$ cat src/rd_cycle_pkg.sv
// Constants, codes and state type of the bus-master read cycle sequencer.
// Assumes one 10 MHz clock; two clock cycles form one bus microcycle.
// Summary of operation
// RULE1 - A microcycle is four phases, equal to two input clock periods.
// RULE2 - Single longword read lasts two microcycles or more, stretched in whole microcycles.
// RULE3 - Address on bits 29:02; bits 31:30 give length 01, 10 or 11.
// RULE4 - Drive byte masks and status, write line negated, then address strobe, then data strobe.
// RULE5 - Single read samples completion every two phases from the next first phase.
// RULE6 - Responder returns data, parity, parity enable and ready without fault.
// RULE7 - Checked parity error on single read: log, discard, machine check if demand.
// RULE8 - Fault without ready is a bus error once seen at two first-phase samples.
// RULE9 - Ready with fault means retry; never reissue prefetch or coprocessor cycles.
// RULE10 - Every read ends by releasing data strobe and address strobe.
// RULE11 - Quadword read fetches two longwords in three microcycles or more.
// RULE12 - Quadword sends preferred address only; responder inverts bit 02 for the second.
// RULE13 - Quadword pulses data strobe per longword, samples every microcycle from next first phase.
// RULE14 - Cache inhibit on first quadword longword ends the cycle and invalidates the entry.
// RULE15 - Parity error on first quadword longword: still fetch second, discard, log, invalidate.
// RULE16 - Bus error on either quadword longword ends cycle; only first may machine check.
// RULE17 - Retry on first quadword longword leaves cache; on second invalidates, no reissue.
// RULE18 - Octaword read fetches four longwords, coprocessor only, nine microcycles or more. The code accepts it from any initiator.
// RULE19 - Octaword address aligned with bits 03:02 zero, status 1X111; responder counts up.
// RULE20 - Octaword updates byte masks per data strobe, slips one microcycle before sampling.
// RULE21 - Octaword parity error interrupts and aborts; bus error aborts after current longword.
// RULE22 - Octaword is never retried; ready with fault finishes the longword and aborts.
package rd_cycle_pkg;
  localparam int          CLKS_PER_UC   = 2;
  localparam int          PHASES_PER_UC = 4;
  localparam logic [1:0]  LEN_LONG      = 2'h1;
  localparam logic [1:0]  LEN_QUAD      = 2'h2;
  localparam logic [1:0]  LEN_OCTA      = 2'h3;
  localparam logic [3:0]  MIN_UC_LONG   = 4'h2;
  localparam logic [3:0]  MIN_UC_QUAD   = 4'h3;
  localparam logic [3:0]  MIN_UC_OCTA   = 4'h9;
  localparam logic [4:0]  OCTA_STS_SET  = 5'h17;
  localparam logic [1:0]  LAST_OCTA_WD  = 2'h3;
  localparam logic        PARITY_ODD    = 1'b1;
  localparam int          LOG_PAR_BIT   = 0;
  localparam int          LOG_BUS_BIT   = 1;
  localparam int          LOG_WORD_LSB  = 2;
  localparam int          LOG_LEN_LSB   = 4;
  typedef enum logic [2:0] {ST_IDLE, ST_ADDR, ST_DATA, ST_GAP, ST_END} cyc_state_t;
endpackage

$ cat src/tick_if.sv
// Microcycle timing carrier between the phase divider and the sequencer.
// Assumes both ends share mclk_in.
`timescale 1ns/1ns
interface tick_if;
  logic       p1_tick;
  logic [1:0] phase;
  modport src (output p1_tick, output phase);
  modport snk (input  p1_tick, input  phase);
endinterface

$ cat src/read_cycle_seq.sv
// Bus-master read sequencer: single, quadword and octaword read cycles.
// Assumes responder inputs are synchronous to mclk_in and bus wires are resolved outside.
`timescale 1ns/1ns
module read_cycle_seq
  import rd_cycle_pkg::*;
(
  input  wire logic        mclk_in,                      // Input clock
  input  wire logic        reset_n_in,                   // Async reset, active low
  input  wire logic        req_valid_in,                 // Read request
  output logic             req_ready_out,                // Request taken this cycle
  input  wire logic [1:0]  req_len_in,                   // Length code
  input  wire logic [27:0] req_addr_in,                  // Longword address 29:02
  input  wire logic [15:0] req_bm_in,                    // Byte masks, 4 per longword
  input  wire logic [4:0]  req_status_in,                // Cycle status code
  input  wire logic        req_demand_in,                // Demand read
  input  wire logic        req_prefetch_in,              // Prefetch reference
  input  wire logic        req_coproc_in,                // Network coprocessor initiator
  output logic [31:0]      rd_data_out,                  // Read longword
  output logic             rd_data_valid_out,            // Data pulse
  output logic [1:0]       rd_word_idx_out,              // Longword index in block
  output logic             done_out,                     // Cycle finished pulse
  output logic             mcheck_out,                   // Machine check pulse
  output logic             coproc_irq_out,               // Processor interrupt pulse
  output logic             cache_fill_out,               // Fill cache entry pulse
  output logic             cache_inval_out,              // Invalidate entry pulse
  output logic             retry_out,                    // Reissue request pulse
  output logic [7:0]       memory_error_log_register_out, // Error log
  input  wire logic        log_clear_in,                 // Clear error log
  output logic [31:0]      muxed_addr_data_lines_out,    // Bus lines out
  output logic             muxed_addr_data_lines_oe_n_out, // Bus drive, low drives
  input  wire logic [31:0] muxed_addr_data_lines_in,     // Bus lines in
  output logic [4:0]       cycle_status_parity_lines_n_out, // Status/parity out
  output logic             cycle_status_parity_lines_oe_n_out, // Low drives
  input  wire logic [4:0]  cycle_status_parity_lines_n_in, // Status/parity in
  output logic [3:0]       byte_mask_lines_n_out,        // Byte masks
  output logic             wr_n_out,                     // Write direction
  output logic             addr_valid_strobe_n_out,      // Address strobe
  output logic             data_strobe_signal_n_out,     // Data strobe
  input  wire logic        rdy_n_in,                     // Ready response
  input  wire logic        err_n_in,                     // Fault response
  input  wire logic        parity_check_enable_n_in,     // Check parity
  input  wire logic        cache_inhibit_response_n_in   // Cache inhibit
);
  typedef struct packed {
    cyc_state_t  st;
    logic [1:0]  len;
    logic [27:0] addr;
    logic [15:0] bm;
    logic [4:0]  status;
    logic        demand;
    logic        prefetch;
    logic        coproc;
    logic [1:0]  word;
    logic [3:0]  uc_cnt;
    logic        first;
    logic        slip;
    logic        err_seen;
    logic        par_bad;
    logic [31:0] data;
    logic        data_vld;
    logic [1:0]  data_idx;
    logic        done;
    logic        mcheck;
    logic        irq;
    logic        fill;
    logic        inval;
    logic        retry;
    logic [7:0]  log;
  } seq_state_t;

  seq_state_t q_ff, nxt_q;
  tick_if     tk ();
  logic       par_err;
  logic       tick, rdy, err, cctl, samp;

  phase_gen u_phase (
    .mclk_in    (mclk_in),
    .reset_n_in (reset_n_in),
    .tk         (tk)
  );

  parity_chk u_par (
    .data_in     (muxed_addr_data_lines_in),
    .par_in      (~cycle_status_parity_lines_n_in[3:0]),
    .check_in    (!parity_check_enable_n_in),
    .par_err_out (par_err)
  );

  function automatic logic [3:0] min_uc(input logic [1:0] len);
    case (len)
      LEN_QUAD: min_uc = MIN_UC_QUAD;
      LEN_OCTA: min_uc = MIN_UC_OCTA;
      default:  min_uc = MIN_UC_LONG;
    endcase
  endfunction

  function automatic logic may_retry(input logic pf, input logic cp);
    may_retry = !pf && !cp;
  endfunction

  assign tick = tk.p1_tick;
  assign rdy  = !rdy_n_in;
  assign err  = !err_n_in;
  assign cctl = !cache_inhibit_response_n_in;
  // Single reads sample every clock once the first phase has passed
  assign samp = (q_ff.st == ST_DATA) && !q_ff.slip &&
                (tick || (q_ff.len == LEN_LONG && !q_ff.first)); // [RULE5] [RULE13] [RULE20]

  always_comb begin
    logic fin;
    logic nxt_word;
    logic set_par;
    logic set_bus;
    fin      = 1'b0;
    nxt_word = 1'b0;
    set_par  = 1'b0;
    set_bus  = 1'b0;
    nxt_q    = q_ff;
    {nxt_q.data_vld, nxt_q.done, nxt_q.mcheck, nxt_q.irq} = '0;
    {nxt_q.fill, nxt_q.inval, nxt_q.retry} = '0;
    if (log_clear_in) begin
      nxt_q.log = '0;
    end
    if (tick && q_ff.st != ST_IDLE && q_ff.uc_cnt != 4'hF) begin
      nxt_q.uc_cnt = q_ff.uc_cnt + 4'h1;
    end
    case (q_ff.st)
      ST_IDLE: begin
        if (req_valid_in && tick) begin
          nxt_q.st       = ST_ADDR;
          nxt_q.len      = req_len_in; // [RULE3]
          nxt_q.addr     = req_addr_in; // [RULE12]
          nxt_q.bm       = req_bm_in;
          nxt_q.status   = req_status_in;
          nxt_q.demand   = req_demand_in;
          nxt_q.prefetch = req_prefetch_in;
          nxt_q.coproc   = req_coproc_in;
          nxt_q.word     = '0;
          nxt_q.uc_cnt   = '0;
          nxt_q.err_seen = 1'b0;
          nxt_q.par_bad  = 1'b0;
          if (req_len_in == LEN_OCTA) begin
            nxt_q.addr[1:0] = 2'h0; // [RULE19]
            nxt_q.status    = req_status_in | OCTA_STS_SET; // [RULE19]
          end
        end
      end
      ST_ADDR: begin
        if (tick) begin
          nxt_q.st    = ST_DATA;
          nxt_q.first = 1'b1;
          nxt_q.slip  = (q_ff.len == LEN_OCTA); // [RULE20]
        end
      end
      ST_DATA: begin
        if (tick) begin
          nxt_q.first = 1'b0;
          nxt_q.slip  = 1'b0;
          // Fault must persist across two consecutive first-phase samples
          nxt_q.err_seen = samp && err && !rdy; // [RULE8]
        end
        if (samp && rdy && !err) begin
          case (q_ff.len)
            LEN_QUAD: begin
              if (q_ff.word == 2'h0) begin
                if (par_err) begin
                  set_par       = 1'b1;
                  nxt_q.par_bad = 1'b1; // [RULE15]
                  nxt_q.mcheck  = q_ff.demand;
                  nxt_word      = 1'b1;
                end else if (cctl) begin
                  nxt_q.data_vld = 1'b1;
                  nxt_q.inval    = 1'b1; // [RULE14]
                  fin            = 1'b1;
                end else begin
                  nxt_q.data_vld = 1'b1;
                  nxt_word       = 1'b1; // [RULE11]
                end
              end else begin
                set_par        = par_err;
                nxt_q.data_vld = !par_err && !q_ff.par_bad; // [RULE15]
                nxt_q.fill     = !par_err && !q_ff.par_bad;
                nxt_q.inval    = par_err || q_ff.par_bad;
                fin            = 1'b1;
              end
            end
            LEN_OCTA: begin
              if (par_err) begin
                nxt_q.irq = 1'b1; // [RULE21]
                fin       = 1'b1;
              end else begin
                nxt_q.data_vld = 1'b1;
                fin            = (q_ff.word == LAST_OCTA_WD); // [RULE18]
                nxt_word       = (q_ff.word != LAST_OCTA_WD);
              end
            end
            default: begin
              set_par        = par_err; // [RULE7]
              nxt_q.mcheck   = par_err && q_ff.demand;
              nxt_q.data_vld = !par_err;
              fin            = 1'b1;
            end
          endcase
        end else if (samp && rdy && err) begin
          fin = 1'b1;
          case (q_ff.len)
            LEN_QUAD: begin
              nxt_q.retry = (q_ff.word == 2'h0) && may_retry(q_ff.prefetch, q_ff.coproc);
              nxt_q.inval = (q_ff.word != 2'h0); // [RULE17]
            end
            LEN_OCTA: nxt_q.retry = 1'b0; // [RULE22]
            default:  nxt_q.retry = may_retry(q_ff.prefetch, q_ff.coproc); // [RULE9]
          endcase
        end else if (samp && tick && err && !rdy && q_ff.err_seen) begin
          set_bus      = 1'b1; // [RULE8]
          fin          = 1'b1;
          nxt_q.mcheck = q_ff.demand && (q_ff.len == LEN_LONG ||
                         (q_ff.len == LEN_QUAD && q_ff.word == 2'h0)); // [RULE16]
          nxt_q.inval  = (q_ff.len == LEN_QUAD); // [RULE16]
        end
        if (fin) begin
          nxt_q.st       = ST_END;
          nxt_q.err_seen = 1'b0;
        end else if (nxt_word) begin
          nxt_q.st       = ST_GAP; // [RULE13]
          nxt_q.word     = q_ff.word + 2'h1;
          nxt_q.err_seen = 1'b0;
        end
      end
      ST_GAP: begin
        nxt_q.st    = ST_DATA;
        nxt_q.first = 1'b1;
      end
      ST_END: begin
        // Address strobe holds until the minimum cycle length is reached
        if (tick && q_ff.uc_cnt >= min_uc(q_ff.len)) begin // [RULE2] [RULE11] [RULE18]
          nxt_q.st   = ST_IDLE;
          nxt_q.done = 1'b1;
        end
      end
      default: nxt_q.st = ST_IDLE;
    endcase
    if (nxt_q.data_vld) begin
      nxt_q.data     = muxed_addr_data_lines_in;
      nxt_q.data_idx = (q_ff.len == LEN_QUAD) ? {1'b0, q_ff.addr[0] ^ q_ff.word[0]} : q_ff.word;
    end
    // Setting beats a clear in the same cycle
    if (set_par || set_bus) begin
      nxt_q.log[LOG_PAR_BIT]                = set_par; // [RULE7]
      nxt_q.log[LOG_BUS_BIT]                = set_bus;
      nxt_q.log[LOG_WORD_LSB +: 2]          = q_ff.word;
      nxt_q.log[LOG_LEN_LSB +: 2]           = q_ff.len;
    end
  end

  always_ff @(posedge mclk_in or negedge reset_n_in) begin
    if (!reset_n_in) begin
      q_ff    <= '0;
      q_ff.st <= ST_IDLE;
    end else begin
      q_ff <= nxt_q;
    end
  end

  assign req_ready_out                      = (q_ff.st == ST_IDLE) && tick;
  assign rd_data_out                        = q_ff.data;
  assign rd_data_valid_out                  = q_ff.data_vld;
  assign rd_word_idx_out                    = q_ff.data_idx;
  assign done_out                           = q_ff.done;
  assign mcheck_out                         = q_ff.mcheck;
  assign coproc_irq_out                     = q_ff.irq;
  assign cache_fill_out                     = q_ff.fill;
  assign cache_inval_out                    = q_ff.inval;
  assign retry_out                          = q_ff.retry;
  assign memory_error_log_register_out      = q_ff.log;
  assign muxed_addr_data_lines_out          = {q_ff.len, q_ff.addr, 2'h0}; // [RULE3]
  assign muxed_addr_data_lines_oe_n_out     = (q_ff.st != ST_ADDR);
  assign cycle_status_parity_lines_n_out    = q_ff.status;
  assign cycle_status_parity_lines_oe_n_out = (q_ff.st != ST_ADDR); // [RULE4]
  assign byte_mask_lines_n_out              = ~q_ff.bm[q_ff.word*4 +: 4]; // [RULE20]
  assign wr_n_out                           = 1'b1; // [RULE4]
  // Address strobe falls mid address phase so lines are still driven
  assign addr_valid_strobe_n_out  = !((q_ff.st == ST_ADDR && tick) || q_ff.st == ST_DATA ||
                                      q_ff.st == ST_GAP || q_ff.st == ST_END); // [RULE4]
  assign data_strobe_signal_n_out = (q_ff.st != ST_DATA); // [RULE10] [RULE13]

  ds_inside_as_a: assert property (@(posedge mclk_in) disable iff (!reset_n_in)
    !data_strobe_signal_n_out |-> !addr_valid_strobe_n_out) else $error("data strobe w/o addr"); // [RULE4]
  len_code_a: assert property (@(posedge mclk_in) disable iff (!reset_n_in)
    !muxed_addr_data_lines_oe_n_out |-> muxed_addr_data_lines_out[31:30] == q_ff.len &&
    q_ff.len != 2'h0) else $error("bad length code"); // [RULE3]
  octa_align_a: assert property (@(posedge mclk_in) disable iff (!reset_n_in)
    (!muxed_addr_data_lines_oe_n_out && q_ff.len == LEN_OCTA) |->
    muxed_addr_data_lines_out[3:2] == 2'h0 &&
    (cycle_status_parity_lines_n_out & OCTA_STS_SET) == OCTA_STS_SET)
    else $error("octaword not aligned"); // [RULE19]
  mcheck_demand_a: assert property (@(posedge mclk_in) disable iff (!reset_n_in)
    mcheck_out |-> q_ff.demand && q_ff.len != LEN_OCTA) else $error("bad machine check"); // [RULE7]
  octa_no_retry_a: assert property (@(posedge mclk_in) disable iff (!reset_n_in)
    retry_out |-> q_ff.len != LEN_OCTA && !q_ff.coproc && !q_ff.prefetch)
    else $error("illegal retry"); // [RULE9]
  strobes_released_a: assert property (@(posedge mclk_in) disable iff (!reset_n_in)
    done_out |-> addr_valid_strobe_n_out && data_strobe_signal_n_out)
    else $error("strobes held after end"); // [RULE10]
  cctl_ends_quad_a: assert property (@(posedge mclk_in) disable iff (!reset_n_in)
    (samp && rdy && !err && !par_err && cctl && q_ff.len == LEN_QUAD && q_ff.word == 2'h0)
    |=> cache_inval_out && !cache_fill_out ##1 data_strobe_signal_n_out[*2])
    else $error("cache inhibit ignored"); // [RULE14]
  bus_err_two_a: assert property (@(posedge mclk_in) disable iff (!reset_n_in)
    (samp && tick && err && !rdy && !q_ff.err_seen) |=> q_ff.st == ST_DATA)
    else $error("bus error taken on one sample"); // [RULE8]
  single_min_a: assert property (@(posedge mclk_in) disable iff (!reset_n_in)
    (req_ready_out && req_valid_in && req_len_in == LEN_LONG) |=> !done_out[*4])
    else $error("single read too short"); // [RULE2]
  octa_slip_a: assert property (@(posedge mclk_in) disable iff (!reset_n_in)
    $rose(q_ff.slip) |-> !samp[*2]) else $error("octaword sampled without slip"); // [RULE20]

  single_ok_c: cover property (@(posedge mclk_in) disable iff (!reset_n_in)
    rd_data_valid_out && q_ff.len == LEN_LONG);
  quad_fill_c: cover property (@(posedge mclk_in) disable iff (!reset_n_in) cache_fill_out);
  octa_done_c: cover property (@(posedge mclk_in) disable iff (!reset_n_in)
    done_out && q_ff.len == LEN_OCTA && rd_word_idx_out == LAST_OCTA_WD);
  retry_c: cover property (@(posedge mclk_in) disable iff (!reset_n_in) retry_out);
endmodule

$ cat src/phase_gen.sv
// Phase divider: one first-phase enable pulse per microcycle.
// Assumes mclk_in is the input clock; each clock period spans two phases.
`timescale 1ns/1ns
module phase_gen
  import rd_cycle_pkg::*;
(
  input  wire logic mclk_in,    // Input clock
  input  wire logic reset_n_in, // Async reset, active low
  tick_if.src       tk          // Phase enables out
);
  typedef struct packed {
    logic [0:0] cnt;
  } ph_state_t;
  ph_state_t q_ff, nxt_q;

  always_comb begin
    nxt_q     = q_ff;
    nxt_q.cnt = q_ff.cnt + 1'b1; // [RULE1]
  end

  always_ff @(posedge mclk_in or negedge reset_n_in) begin
    if (!reset_n_in) begin
      q_ff <= '0;
    end else begin
      q_ff <= nxt_q;
    end
  end

  // Two phases elapse per clock, four per microcycle
  assign tk.p1_tick = (q_ff.cnt == 1'b0);
  assign tk.phase   = {q_ff.cnt, 1'b0};

  p1_period_a: assert property (@(posedge mclk_in) disable iff (!reset_n_in)
    tk.p1_tick |=> !tk.p1_tick ##1 tk.p1_tick) else $error("first phase not every 2 clocks"); // [RULE1]
endmodule

$ cat src/parity_chk.sv
// Byte parity checker for read data and the four returned parity bits.
// Assumes parity bits are already converted to active-high sense.
`timescale 1ns/1ns
module parity_chk
  import rd_cycle_pkg::*;
(
  input  wire logic [31:0] data_in,   // Read data
  input  wire logic [3:0]  par_in,    // Byte parity bits
  input  wire logic        check_in,  // Parity check enabled
  output logic             par_err_out // Checked parity mismatch
);
  function automatic logic byte_bad(input logic [7:0] b, input logic p);
    byte_bad = ((^b) ^ p) != PARITY_ODD;
  endfunction

  logic [3:0] bad;
  always_comb begin
    for (int i = 0; i < 4; i++) begin
      bad[i] = byte_bad(data_in[i*8 +: 8], par_in[i]);
    end
    par_err_out = check_in && (|bad); // [RULE7]
  end
endmodule

$ cat config.mk
export PLATFORM = sky130hd
export DESIGN_NAME = read_cycle_seq
export DESIGN_NICKNAME = d
export VERILOG_FILES = /design/src/rd_cycle_pkg.sv /design/src/tick_if.sv /design/src/read_cycle_seq.sv /design/src/phase_gen.sv /design/src/parity_chk.sv
export SDC_FILE = /design/constraint.sdc
export NUM_CORES = 1
export LEC_CHECK = 0
export BUFFER_PORTS_ARGS = -buffer_cell sky130_fd_sc_hd__clkbuf_2
export CORE_ASPECT_RATIO = 1.75
export CORE_UTILIZATION = 43
export CTS_CLUSTER_DIAMETER = 80
export DETAILED_ROUTE_END_ITERATION = 10
export HOLD_SLACK_MARGIN = 0.06
export PLACE_DENSITY_LB_ADDON = 0.08
export RECOVER_POWER = 100
export SLEW_MARGIN = 30
export SYNTH_ARGS = -nofsm -noshare
export SYNTH_HDL_FRONTEND = slang
export SYNTH_SLANG_ARGS = --single-unit
$ cat constraint.sdc
create_clock -name mclk_in -period 2.55 [get_ports mclk_in]
set_clock_uncertainty 0.05 [all_clocks]
set_input_delay 0.1275 -clock mclk_in [delete_from_list [all_inputs] [get_ports mclk_in]]
set_output_delay 0.1275 -clock mclk_in [all_outputs]
set_load 0.02 [all_outputs]
==> After elaboration in Yosys (flattened, before gate mapping) <==
Cells that the tools add are included.
{ "word_totals": {"reg_bits": 115, "output_inout_bits": 96, "n_memories": 0, "ram_bits": 0, "mem_bits_ro": 0, "inputBits": 99, "wordCells": 209, "latch_bits": 0} }
{ "op_classes": {"div": 0, "n_mux": 80, "n_eq_ne": 25, "n_mul": 0, "n_reduce_logical": 62, "order_cmp": 1, "shifts": 1, "bitwise": 12, "add_sub_neg": 3} }
{ "op_table": {"columns": ["operator", "count"], "rows": [
  ["63-bit 2-to-1 mux", 1],
  ["1-bit 2-to-1 mux", 47],
  ["8-bit XOR reduction", 4],
  ["1-bit logical AND", 25],
  ["2-bit != test, second input constant", 11],
  ["2-bit 2-to-1 mux", 8],
  ["16-bit by 5-bit indexed part select with 4-bit output", 1],
  ["3-bit 2-to-1 mux", 5],
  ["3-bit one-hot mux with 5 select lines", 1],
  ["1-bit one-hot mux with 2 select lines", 7],
  ["4-bit 2-to-1 mux", 3],
  ["6-bit 2-to-1 mux", 2],
  ["1-bit zero test", 10],
  ["5-bit 2-to-1 mux", 2],
  ["3-bit AND reduction", 3],
  ["2-bit == test, second input constant", 4],
  ["4-bit != test, second input constant", 2],
  ["4-bit inverter", 2],
  ["2-bit one-hot mux with 2 select lines", 2],
  ["4-bit one-hot mux with 2 select lines", 1],
  ["4-bit AND reduction", 2],
  ["2-bit nonzero test", 4],
  ["1-bit logical OR", 7],
  ["3-bit by 2-bit == test with 1-bit output, second input constant", 2],
  ["19 further kinds", 28]
]} }

==> Longest topological paths before layout <==
Gate-level depths: netlist of run 1.
{ "logic_depth": {"word_depth": 14, "ltp_mapped": 9, "ltp_nobuf": 9} }

==> Cells and area by module <==
Synthesis of run 1 repeated with hierarchy kept, for this count alone.
{ "unflattened": {"cells_unflattened": 600, "hier_area_um2": 5899.4} }
{ "by_module_without_submodules": {"columns": ["mod", "seq_area_each_um2", "cells_each", "area_per_inst_um2", "n_inst"], "rows": [
  ["read_cycle_seq", 2852.7, 566, 5539.1, 1],
  ["parity_chk", 0.0, 29, 312.8, 1],
  ["phase_gen", 25.0, 5, 47.5, 1]
]} }

==> Worst setup path before layout of run 1 <==
OpenSTA, ideal clock, no wires.
{ "synth_path": {"path_kind": "reg-to-reg", "startpoint": "register q_ff (netlist bit muxed_addr_data_lines_out[31])", "endpoint": "register q_ff (netlist bit rd_data_out[10])", "path_buffers": 2, "slack_ns": -0.040, "setup_time_ns": 0.127, "arrival_ns": 2.412, "t_required_ns": 2.373, "synth_period_minus_slack_ns": 2.590, "path_stages_with_launch": 8, "path_cell_list": "dfrtp_1 -> clkbuf_1 -> or3b_2 -> a21oi_1 -> nand3_1 -> a311oi_4 -> buf_6 -> mux2_1"} }
{ "synth_between": {"elab_chain_len": 8, "elab_cells_between_ends": 11, "classes_between": "3 x eq/ne; 3 x mux; 5 x reduce/logical"} }
{ "synth_rtl": {"columns": ["element", "line_no", "rtl"], "rows": [
  ["start, declared", "read_cycle_seq.sv:71", "seq_state_t q_ff, nxt_q;"],
  ["start signal, assigned", "read_cycle_seq.sv:261", "q_ff <= nxt_q;"],
  ["2-bit by 1-bit == test with 1-bit output", "read_cycle_seq.sv:107", "(tick || (q_ff.len == LEN_LONG && !q_ff.first));"],
  ["1-bit logical AND", "read_cycle_seq.sv:107", null],
  ["1-bit logical OR", "read_cycle_seq.sv:107", null],
  ["1-bit logical AND", "read_cycle_seq.sv:106", "assign samp = (q_ff.st == ST_DATA) && !q_ff.slip &&"],
  ["1-bit logical AND (2 in series)", "read_cycle_seq.sv:162", "if (samp && rdy && !err) begin"],
  ["1-bit 2-to-1 mux (*)", "read_cycle_seq.sv:162", null],
  ["1-bit 2-to-1 mux (*)", "read_cycle_seq.sv:127", "case (q_ff.st)"]
]} }
Mark *: on every way between the ends. The rest lies on a longest branch, timed or not.
A chain may end at the register's enable or synchronous reset.

==> Final worst setup path of run 1 <==
{ "layout_path": {"startpoint": "input port muxed_addr_data_lines_in[20]", "endpoint": "register q_ff (netlist bit rd_data_out[0])"} }
{ "layout_between": {"elab_chain_len": 11, "elab_cells_between_ends": 12, "classes_between": "5 x mux; 2 x bitwise; 5 x reduce/logical"} }
{ "layout_rtl": {"columns": ["element", "line_no", "rtl"], "rows": [
  ["start, declared", "read_cycle_seq.sv:31", "input wire logic [31:0] muxed_addr_data_lines_in,"],
  ["8-bit XOR reduction (*)", "parity_chk.sv:13", "byte_bad = ((^b) ^ p) != PARITY_ODD;"],
  ["1-bit bitwise XOR (*)", "parity_chk.sv:13", null],
  ["1-bit inverter (*)", "parity_chk.sv:13", null],
  ["4-bit OR reduction (*)", "parity_chk.sv:21", "par_err_out = check_in && (|bad);"],
  ["1-bit logical AND (*)", "parity_chk.sv:21", null],
  ["1-bit zero test", "read_cycle_seq.sv:181, read_cycle_seq.sv:200", null],
  ["1-bit logical AND", "read_cycle_seq.sv:181", "nxt_q.data_vld = !par_err && !q_ff.par_bad;"],
  ["1-bit 2-to-1 mux", "read_cycle_seq.sv:165", "if (q_ff.word == 2'h0) begin"],
  ["1-bit one-hot mux with 2 select lines (*)", "read_cycle_seq.sv:163", "case (q_ff.len)"],
  ["1-bit 2-to-1 mux (*)", "read_cycle_seq.sv:162", null],
  ["1-bit 2-to-1 mux (*)", "read_cycle_seq.sv:127", null]
]} }
Marked as above.

==> impl_metrics.json, run 1 <==
{
  "die_h_um": 156,
  "cts.clk_slew.worst_paths_ns": 0.05,
  "rows": 55,
  "min_path_type": "in -> reg",
  "crit_fanout": 7,
  "synth_area_leaders": "dfrtp_1 50%, nand2_1 11%, buf_4 10%, mux2_1 5.2%, xnor2_1 2.7%",
  "cts_tree": "done",
  "post_drt_wl_per_cell_um": 14.5,
  "first_global_vias": 4808,
  "routed_wl_um": 14200,
  "area_growth_pct": 37.7,
  "tightest_slew_ns": 1.06,
  "cts.path.max_buffers": 2,
  "clock_power_share": 0.291,
  "final_cells": 981,
  "firstDrtPassIters": 4,
  "place_hpwl_um": 9540,
  "p_per_area_nw_per_um2": 1030,
  "required_ns": 2.79,
  "worstPathArrival_ns": 2.75,
  "switchingPower_w": 0.00301,
  "clock-sinks": 115,
  "start_util": 0.446,
  "worst_setup_path_end_kind": "flop",
  "synth_top_area_share": 0.496,
  "leakagePower_nw": 3.93,
  "ir_worst_vdd_mv": 0.552,
  "grt_pass1_wl_um": 22700,
  "cp-start-kind": "input pin",
  "switching_share": 0.367,
  "cpMaxStageDelayCell": "dlygate4sd3_1",
  "synth_area_um2": 5800,
  "synth-seq-area-share": 0.496,
  "nNetsFinal": 903,
  "cts_buffers": 17,
  "cts.htree.levels": 4,
  "status": "complete, no violations",
  "maxSlewViolCount": 0,
  "die-area_um2": 14000,
  "synth-main-ff-cell": "dfrtp_1",
  "drt-initial-drc-count": 122,
  "slew_headroom": 0.293,
  "post-route-util": 0.614,
  "synthArstFlopShare": 1.00,
  "synthSimpleGateAreaFrac": 0.155,
  "fmax_ghz": 0.398,
  "diodes": 0,
  "cap_violations": 0,
  "synth-adder-area-share": 0.0130,
  "grt_usage": 0.206,
  "nFillCells": 1143,
  "vias_per_cell": 4.75,
  "avgSynthCellArea_um2": 10.1,
  "coreArea_um2": 13000,
  "synth_compound_area_frac": 0.0548,
  "ys_warn_count": 0,
  "grt_max_degree": 56,
  "p_int_w": 0.00519,
  "ys_ff_latch": 115,
  "dp.cells": 859,
  "clock_latency_ns": 0.40,
  "muxShareOfSynthArea": 0.0904,
  "comb_power_share": 0.350,
  "slowest_delay_ns": 0.53,
  "synth_edf_count": 0,
  "antenna_found_initial": 0,
  "vias": 4655,
  "setup_viol": 0,
  "gp_congestion": 0.815,
  "synth.distinct_cells": 51,
  "drive_gt1_frac": 0.221,
  "synth_area_leader_cell": "dfrtp_1",
  "fp.dieW_um": 89.8,
  "drtAntennaViolNets": 0,
  "crit_type": "in -> reg",
  "ioPinCount": 195,
  "layout_min_cycle_time_ns": 2.51,
  "timing.final.crit_share": 0.985,
  "grt_overflow_total": 0,
  "drc": 0,
  "synth_top_family_by_area": "simple AND/OR/NAND/NOR gates",
  "io_buffers": 188,
  "syn_inst": 574,
  "p_seq_frac": 0.359,
  "ctsRootBufferMaster": "clkbuf_16",
  "synthXorXnorAreaFrac": 0.0578,
  "path_cells": "dlygate4sd3_1, clkbuf_2, xnor2_1, xnor3_1, xnor2_2, a41oi_4, a311oi_4, buf_6, clkbuf_16, mux2_2",
  "hold_viol_final": 0
}
flip-flops by register name (all words and copies together), names as in the netlist:
register / flops
rd_data_valid_out: 1
done_out: 1
retry_out: 1
coproc_irq_out: 1
rd_data_out: 32
u_phase.q_ff: 1
q_ff: 32
cache_inval_out: 1
cache_fill_out: 1
muxed_addr_data_lines_out: 30
mcheck_out: 1
memory_error_log_register_out: 6
cycle_status_parity_lines_n_out: 5
rd_word_idx_out: 2
power by group through the flow:
stage                     clock network (W)  logic [W]  registers, W
final                               0.00239    0.00287       0.00295
after global placement                    0    0.00283       0.00293
after detailed placement                  0    0.00289       0.00296
after CTS                           0.00244    0.00301       0.00294
after global routing                0.00252    0.00315       0.00304
after floorplan                           0    0.00253       0.00285
cells in the final DEF (no fill, tap or decap), types with 3 or more instances in the layout:
master and n:
a21oi_1 12, and3_1 3, buf_12 3, buf_4 13, buf_6 3, bufinv_16 3, clkbuf_1 98, clkbuf_16 19
clkbuf_2 96, clkinv_2 4, clkinvlp_4 3, conb_1 5, dfrtp_1 115, dlygate4sd3_1 90, ha_1 6, inv_1 12
mux2_1 23, mux2_2 8, mux2_4 4, mux2i_1 4, mux4_2 4, nand2_1 164, nand2b_1 6, nand3_1 3
nor2_1 16, nor2b_1 5, nor3_1 3, o21ai_0 13, xnor2_1 11, xnor2_2 7, xnor3_1 4, xor2_1 10
per-layer routing:
layer | track usage | wire, µm
met1 | 0.212 | 5360
met2 | 0.400 | 7970
met3 | 0.0448 | 565
met4 | 0.0773 | 327
met5 | 0 | 0
per-stage QoR:
step | setup TNS (ns) | cell area (µm²) | power [W] | worst slack [ns] | hold slack [ns]
finish | 0 | 7980 | 0.00821 | 0.0392 | 0.0586
CTS | 0 | 8010 | 0.00839 | 0.0105 | 0.0619
global placement | 0 | 6510 | 0.00576 | 0.0416 | 0.0756
detailed placement | 0 | 6510 | 0.00586 | 0.0361 | 0.0926
global route | -0.0126 | 7980 | 0.00871 | -0.00448 | 0.0598
floorplan | 0 | 5820 | 0.00538 | 0.00840 | -0.218
area by class of cell:
type / instances / area, µm² / area share
clock buffer: 21 / 460 / 0.0577
inverter: 14 / 52.6 / 0.00659
timing repair buffer: 304 / 2000 / 0.250
multi-input combinational: 346 / 2250 / 0.282
clock inverter: 10 / 133 / 0.0166
tap: 171 / 214 / 0.0268
sequential: 115 / 2880 / 0.361
final timing paths:
kind                                                           from                                       end  slack, ns  cells after the start
max                                    muxed_addr_data_lines_in[20]                rd_data_out[0]$_DFFE_PN0P_       0.04                     10
min reg2reg                muxed_addr_data_lines_out[3]$_DFFE_PN0P_  muxed_addr_data_lines_out[3]$_DFFE_PN0P_       0.42                      2
min                                                        err_n_in                       retry_out$_DFF_PN0_       0.06                      3
max reg2reg                                    q_ff[52]$_DFFE_PN0P_                rd_data_out[0]$_DFFE_PN0P_       0.13                      7
max in group asynchronous                                reset_n_in                      q_ff[51]$_DFFE_PN0P_       0.50                      3
min in group asynchronous                                reset_n_in               rd_data_valid_out$_DFF_PN0_       0.36                      2
what timing repair did:
action / 4_1_cts / 5_1_grt
hold buffers: 91 / 0
endpoints found under the setup margin: 0 / 40
endpoints found under the hold margin: 125 / 0
resized for setup: 0 / 15
setup buffers: 0 / 1
cells in the mapped netlist, drive strengths merged, types with 2 or more instances:
cell type and number:
a311oi 2, nor3 3, nor2 16, conb 2
mux2 35, buf 88, xnor2 18, dfrtp 115
mux4 4, a31o 2, nor2b 5, o21ai 14
ha 6, a21oi 13, and3 3, mux2i 4
a32o 2, xnor3 4, nand4 2, o21a 2
or3 2, clkbuf 14, and2 3, nand3 3
nand2b 6, a31oi 2, nand2 164, inv 14
xor2 10, o22ai 2
critical path, delay by kind of cell:
family,cells,cell delay [ns]
xor gates and xnor gates,3,0.79
buffers and inverters,4,1.01
AOI/OAI and AO/OA,2,0.48
muxes,1,0.33
cell families after synthesis:
logic type / Yosys count
AOI/OAI and AO/OA: 46
xor gates and xnor gates: 32
adders and majority gates: 6
buffers and inverters: 116
DFF: 115
muxes: 43
other: 2
and+or+nand+nor: 214
Power figures use the tool's default switching activity.
==> run 2: changes to the inputs <==
--- a/config.mk
+++ b/config.mk
@@ -7,13 +7,13 @@
 export LEC_CHECK = 0
 export BUFFER_PORTS_ARGS = -buffer_cell sky130_fd_sc_hd__clkbuf_2
 export CORE_ASPECT_RATIO = 1.75
-export CORE_UTILIZATION = 43
+export CORE_UTILIZATION = 46
 export CTS_CLUSTER_DIAMETER = 80
 export DETAILED_ROUTE_END_ITERATION = 10
 export HOLD_SLACK_MARGIN = 0.06
 export PLACE_DENSITY_LB_ADDON = 0.08
 export RECOVER_POWER = 100
-export SLEW_MARGIN = 30
+export SLEW_MARGIN = 10
 export SYNTH_ARGS = -nofsm -noshare
 export SYNTH_HDL_FRONTEND = slang
 export SYNTH_SLANG_ARGS = --single-unit
==> impl_metrics.json, run 2 (synthesis results as in run 1) <==
{
  "status": "finished with violations",
  "violations": "negative setup slack",
  "ctsRootBufferMaster": "clkbuf_16",
  "routed_wl_um": 14400,
  "cts.clk_slew.worst_paths_ns": 0.06,
  "post_drt_wl_per_cell_um": 14.8,
  "first_global_vias": 4867,
  "vias": 4634,
  "fmax_ghz": 0.391,
  "rows": 53,
  "cts.path.max_buffers": 2,
  "grt_pass1_wl_um": 22200,
  "final_cells": 971,
  "diodes": 0,
  "layout_min_cycle_time_ns": 2.56,
  "gp_congestion": 0.838,
  "crit_type": "in -> reg",
  "maxSlewViolCount": 0,
  "drtAntennaViolNets": 0,
  "grt_overflow_total": 0,
  "tightest_slew_ns": 1.14,
  "grt_max_degree": 49,
  "drc": 0,
  "antenna_found_initial": 0,
  "nNetsFinal": 898,
  "cts_buffers": 17,
  "ioPinCount": 195,
  "reg2reg_from": "q_ff[52]$_DFFE_PN0P_",
  "place_hpwl_um": 9340,
  "cts_tree": "done",
  "start_util": 0.478,
  "drt-initial-drc-count": 166,
  "clock-sinks": 115,
  "worstPathArrival_ns": 2.79,
  "p_per_area_nw_per_um2": 1030,
  "coreArea_um2": 12100,
  "die-area_um2": 13100,
  "setup_viol": 2,
  "hold_viol_final": 0,
  "die_h_um": 151,
  "drive_gt1_frac": 0.232,
  "p_int_w": 0.00516,
  "worst_setup_path_end_kind": "flop",
  "p_seq_frac": 0.354,
  "place_ws_ns": 0.101,
  "firstDrtPassIters": 4,
  "comb_power_share": 0.357,
  "setup_slack_ns": -0.00602,
  "hold_start": "rdy_n_in",
  "total_power_w": 0.00825,
  "required_ns": 2.79,
  "area_growth_pct": 37.8,
  "clock_power_share": 0.289,
  "cp-start-kind": "input pin",
  "min_path_type": "in -> reg",
  "layout_commonest_cell": "nand2_1",
  "switching_share": 0.374,
  "leakagePower_nw": 3.97,
  "timing.final.crit_share": 1.00,
  "io_buffers": 188,
  "clock_latency_ns": 0.40,
  "crit_path_start": "muxed_addr_data_lines_in[0]",
  "final_cell_mix": "163 x nand2_1, 115 x dfrtp_1, 94 x clkbuf_2, 92 x clkbuf_1, 84 x dlygate4sd3_1",
  "crit_fanout": 8,
  "slew_headroom": 0.240,
  "fp.dieW_um": 86.9,
  "cap_violations": 0,
  "cts.htree.levels": 4,
  "ir_worst_vdd_mv": 0.702,
  "switchingPower_w": 0.00308,
  "grt_usage": 0.220,
  "vias_per_cell": 4.77,
  "dp.cells": 848
}
## run 2: worst max-delay path, stage by stage
cell	delay (ns)
dlygate4sd3_1	0.60
xnor2_2	0.21
xnor3_1	0.38
xnor2_2	0.22
a41oi_4	0.17
a311oi_4	0.41
clkbuf_16	0.23
buf_12	0.13
mux2_1	0.32
## run 2: per-stage QoR
step	hold WS [ns]	utilization	area, µm²	TNS (ns)
2_1_floorplan	-0.218	-	5820	0
3_3_place_gp	0.119	0.532	6460	0
3_5_place_dp	0.128	0.532	6460	0
4_1_cts	0.0720	0.655	7950	0
5_1_grt	0.0853	0.658	7990	-0.933
6_report	0.0834	0.658	7990	-0.00930
## run 2: per-layer routing
metal  GRT usage  wire [µm]  vias to the layer above
met5           0          0                        -
met4      0.0900        283                        0
met3      0.0537        741                       21
met2       0.408       8040                      155
met1       0.233       5320                     2231
li1            -          -                     2227
## run 2: final timing paths
kind | end | cells after the start | slack, ns
worst max-delay path | rd_data_out[29]$_DFFE_PN0P_ | 9 | -0.006
worst min-delay path | cache_fill_out$_DFF_PN0_ | 4 | 0.08
min in group asynchronous | rd_data_out[29]$_DFFE_PN0P_ | 2 | 0.42
worst max register to register | rd_data_out[29]$_DFFE_PN0P_ | 7 | 0.06
max in group asynchronous | q_ff[114]$_DFFE_PN0P_ | 3 | 0.66
worst min register to register | muxed_addr_data_lines_out[27]$_DFFE_PN0P_ | 2 | 0.42
## run 2: power by group through the flow
stage | Sequential (W) | Clock [W] | Combinational [W]
floorplan | 0.00285 | 0 | 0.00253
global placement | 0.00291 | 0 | 0.00284
detailed placement | 0.00294 | 0 | 0.00290
CTS | 0.00292 | 0.00242 | 0.00301
finish | 0.00292 | 0.00238 | 0.00295
global route | 0.00301 | 0.00251 | 0.00323
## run 2: cell type report
class	instances	area, µm²
clock inverters	13	149
well taps	165	206
flip-flops and latches	115	2880
clock buffers	19	453
inverters	14	52.6
multi-input cells	346	2270
fillers	1033	4150
repair buffers	299	1980
## run 2: what timing repair did
item / CTS / global route
hold endpoints to repair: 133 / 0
endpoints found under the setup margin: 0 / 40
gates resized for setup: 0 / 27
hold buffers: 89 / 0
setup buffers: 0 / 8
==> run 3: changes to the inputs <==
--- a/config.mk
+++ b/config.mk
@@ -10,6 +10,7 @@
 export CORE_UTILIZATION = 46
 export CTS_CLUSTER_DIAMETER = 80
 export DETAILED_ROUTE_END_ITERATION = 10
+export GPL_TIMING_DRIVEN = 0
 export HOLD_SLACK_MARGIN = 0.06
 export PLACE_DENSITY_LB_ADDON = 0.08
 export RECOVER_POWER = 100
==> impl_metrics.json, run 3 (synthesis results as in run 1) <==
{
  "worstPathArrival_ns": 2.69,
  "clock-sinks": 115,
  "post_drt_wl_per_cell_um": 13.9,
  "post-route-util": 0.701,
  "first_global_vias": 5146,
  "layout_commonest_cell": "nand2_1",
  "leakagePower_nw": 4.27,
  "slowest_delay_ns": 0.56,
  "cts.htree.levels": 4,
  "crit_type": "reg -> reg",
  "vias_per_cell": 4.66,
  "min_path_type": "in -> async",
  "timing.final.crit_share": 0.968,
  "grt_overflow_total": 0,
  "cp-start-kind": "flop",
  "p_per_area_nw_per_um2": 1050,
  "die-area_um2": 13100,
  "drt-initial-drc-count": 122,
  "dpl_cell_area_um2": 7000,
  "ir_worst_vdd_mv": 0.624,
  "maxSlewViolCount": 0,
  "grt_max_degree": 85,
  "clock_latency_ns": 0.41,
  "antenna_found_initial": 0,
  "path_cells": "or3b_2, a21oi_4, nand3_4, or4_1, a31oi_4, mux2i_1",
  "coreArea_um2": 12100,
  "final_cells": 1060,
  "ctsRootBufferMaster": "clkbuf_16",
  "ioPinCount": 195,
  "drive_gt1_frac": 0.280,
  "grt_pass1_wl_um": 23500,
  "gp_congestion": 0.799,
  "place_hpwl_um": 10100,
  "place_ws_ns": -0.505,
  "fmax_ghz": 0.405,
  "tightest_slew_ns": 1.16,
  "diodes": 0,
  "rows": 53,
  "setup_viol": 0,
  "nFillCells": 972,
  "slew_headroom": 0.224,
  "worst_setup_path_end_kind": "flop",
  "required_ns": 2.77,
  "drtAntennaViolNets": 0,
  "nNetsFinal": 987,
  "crit_fanout": 10,
  "start_util": 0.478,
  "drc": 0,
  "status": "complete, no violations",
  "layout_min_cycle_time_ns": 2.47,
  "vias": 4935,
  "cap_violations": 0,
  "dp.cells": 931,
  "cts.path.max_buffers": 2,
  "final_cell_mix": "164 x nand2_1, 112 x dfrtp_1, 107 x clkbuf_1, 98 x clkbuf_2, 91 x dlygate4sd3_1",
  "area_growth_pct": 46.8,
  "total_power_w": 0.00891,
  "cts.clk_slew.worst_paths_ns": 0.05,
  "die_h_um": 151,
  "fp.dieW_um": 86.9,
  "io_buffers": 188,
  "routed_wl_um": 14800,
  "cpMaxStageDelayCell": "or4_1",
  "setup_slack_ns": 0.0806,
  "finalInstanceArea_um2": 8510,
  "hold_viol_final": 0,
  "cts_tree": "done",
  "firstDrtPassIters": 4,
  "cts_buffers": 17,
  "grt_usage": 0.237
}
-- run 3: path summary, 6_finish.rpt --
path / start / endpoint / slack (ns) / cells after the start
setup / recovery: muxed_addr_data_lines_out[31]$_DFFE_PN0P_ / q_ff[57]$_DFFE_PN0P_ / 0.08 / 6
hold / removal: reset_n_in / rd_data_valid_out$_DFF_PN0_ / 0.12 / 2
setup reg to reg: muxed_addr_data_lines_out[31]$_DFFE_PN0P_ / q_ff[57]$_DFFE_PN0P_ / 0.08 / 6
hold reg to reg: q_ff[72]$_DFFE_PN0P_ / q_ff[72]$_DFFE_PN0P_ / 0.42 / 2
max in group asynchronous: reset_n_in / muxed_addr_data_lines_out[30]$_DFFE_PN0P_ / 0.77 / 3
min in group mclk_in: parity_check_enable_n_in / q_ff[115]$_DFFE_PN0P_ / 0.20 / 5
-- run 3: timing repair --
item,in CTS,in global routing
setup buffers,5,2
pin swaps,2,2
hold buffers,90,1
hold endpoints to repair,208,1
gates resized for setup,7,8
setup endpoints to repair,43,37
-- run 3: final cells by class --
class | count | area [µm²] | share of cell area
tap | 165 | 206 | 0.0243
clock buffer | 21 | 440 | 0.0517
inverter | 14 | 52.6 | 0.00617
multi-input combinational | 346 | 2260 | 0.265
sequential | 115 | 2880 | 0.339
clock inverter | 11 | 160 | 0.0188
timing repair buffer | 287 | 1810 | 0.213
buffer | 101 | 706 | 0.0829
-- run 3: layer usage --
| layer | vias to the layer above | track usage | wire, µm |
|---|---|---|---|
| met1 | 2339 | 0.244 | 5490 |
| met2 | 161 | 0.446 | 8300 |
| met3 | 31 | 0.0477 | 610 |
| li1 | 2404 | - | - |
| met5 | - | 0 | 0 |
| met4 | 0 | 0.111 | 369 |
-- run 3: critical path, delay by kind of cell, from the launching register on --
kind,cells,cell delay [ns]
mux,1,0.10
simple gates,3,1.24
flops,1,0.48
compound gates,2,0.45
-- run 3: per-stage QoR --
step | setup TNS [ns] | hold WS (ns)
after floorplan | 0 | -0.218
after global placement | -64.42 | 0.267
after detailed placement | -16.87 | -0.00301
after CTS | 0 | 0.0796
after global routing | -0.0342 | 0.149
final | 0 | 0.123
-- run 3: power breakdown --
group          switching (W)  internal, W
sequential          0.000451      0.00254
combinational        0.00189      0.00160
clock               0.000808      0.00162
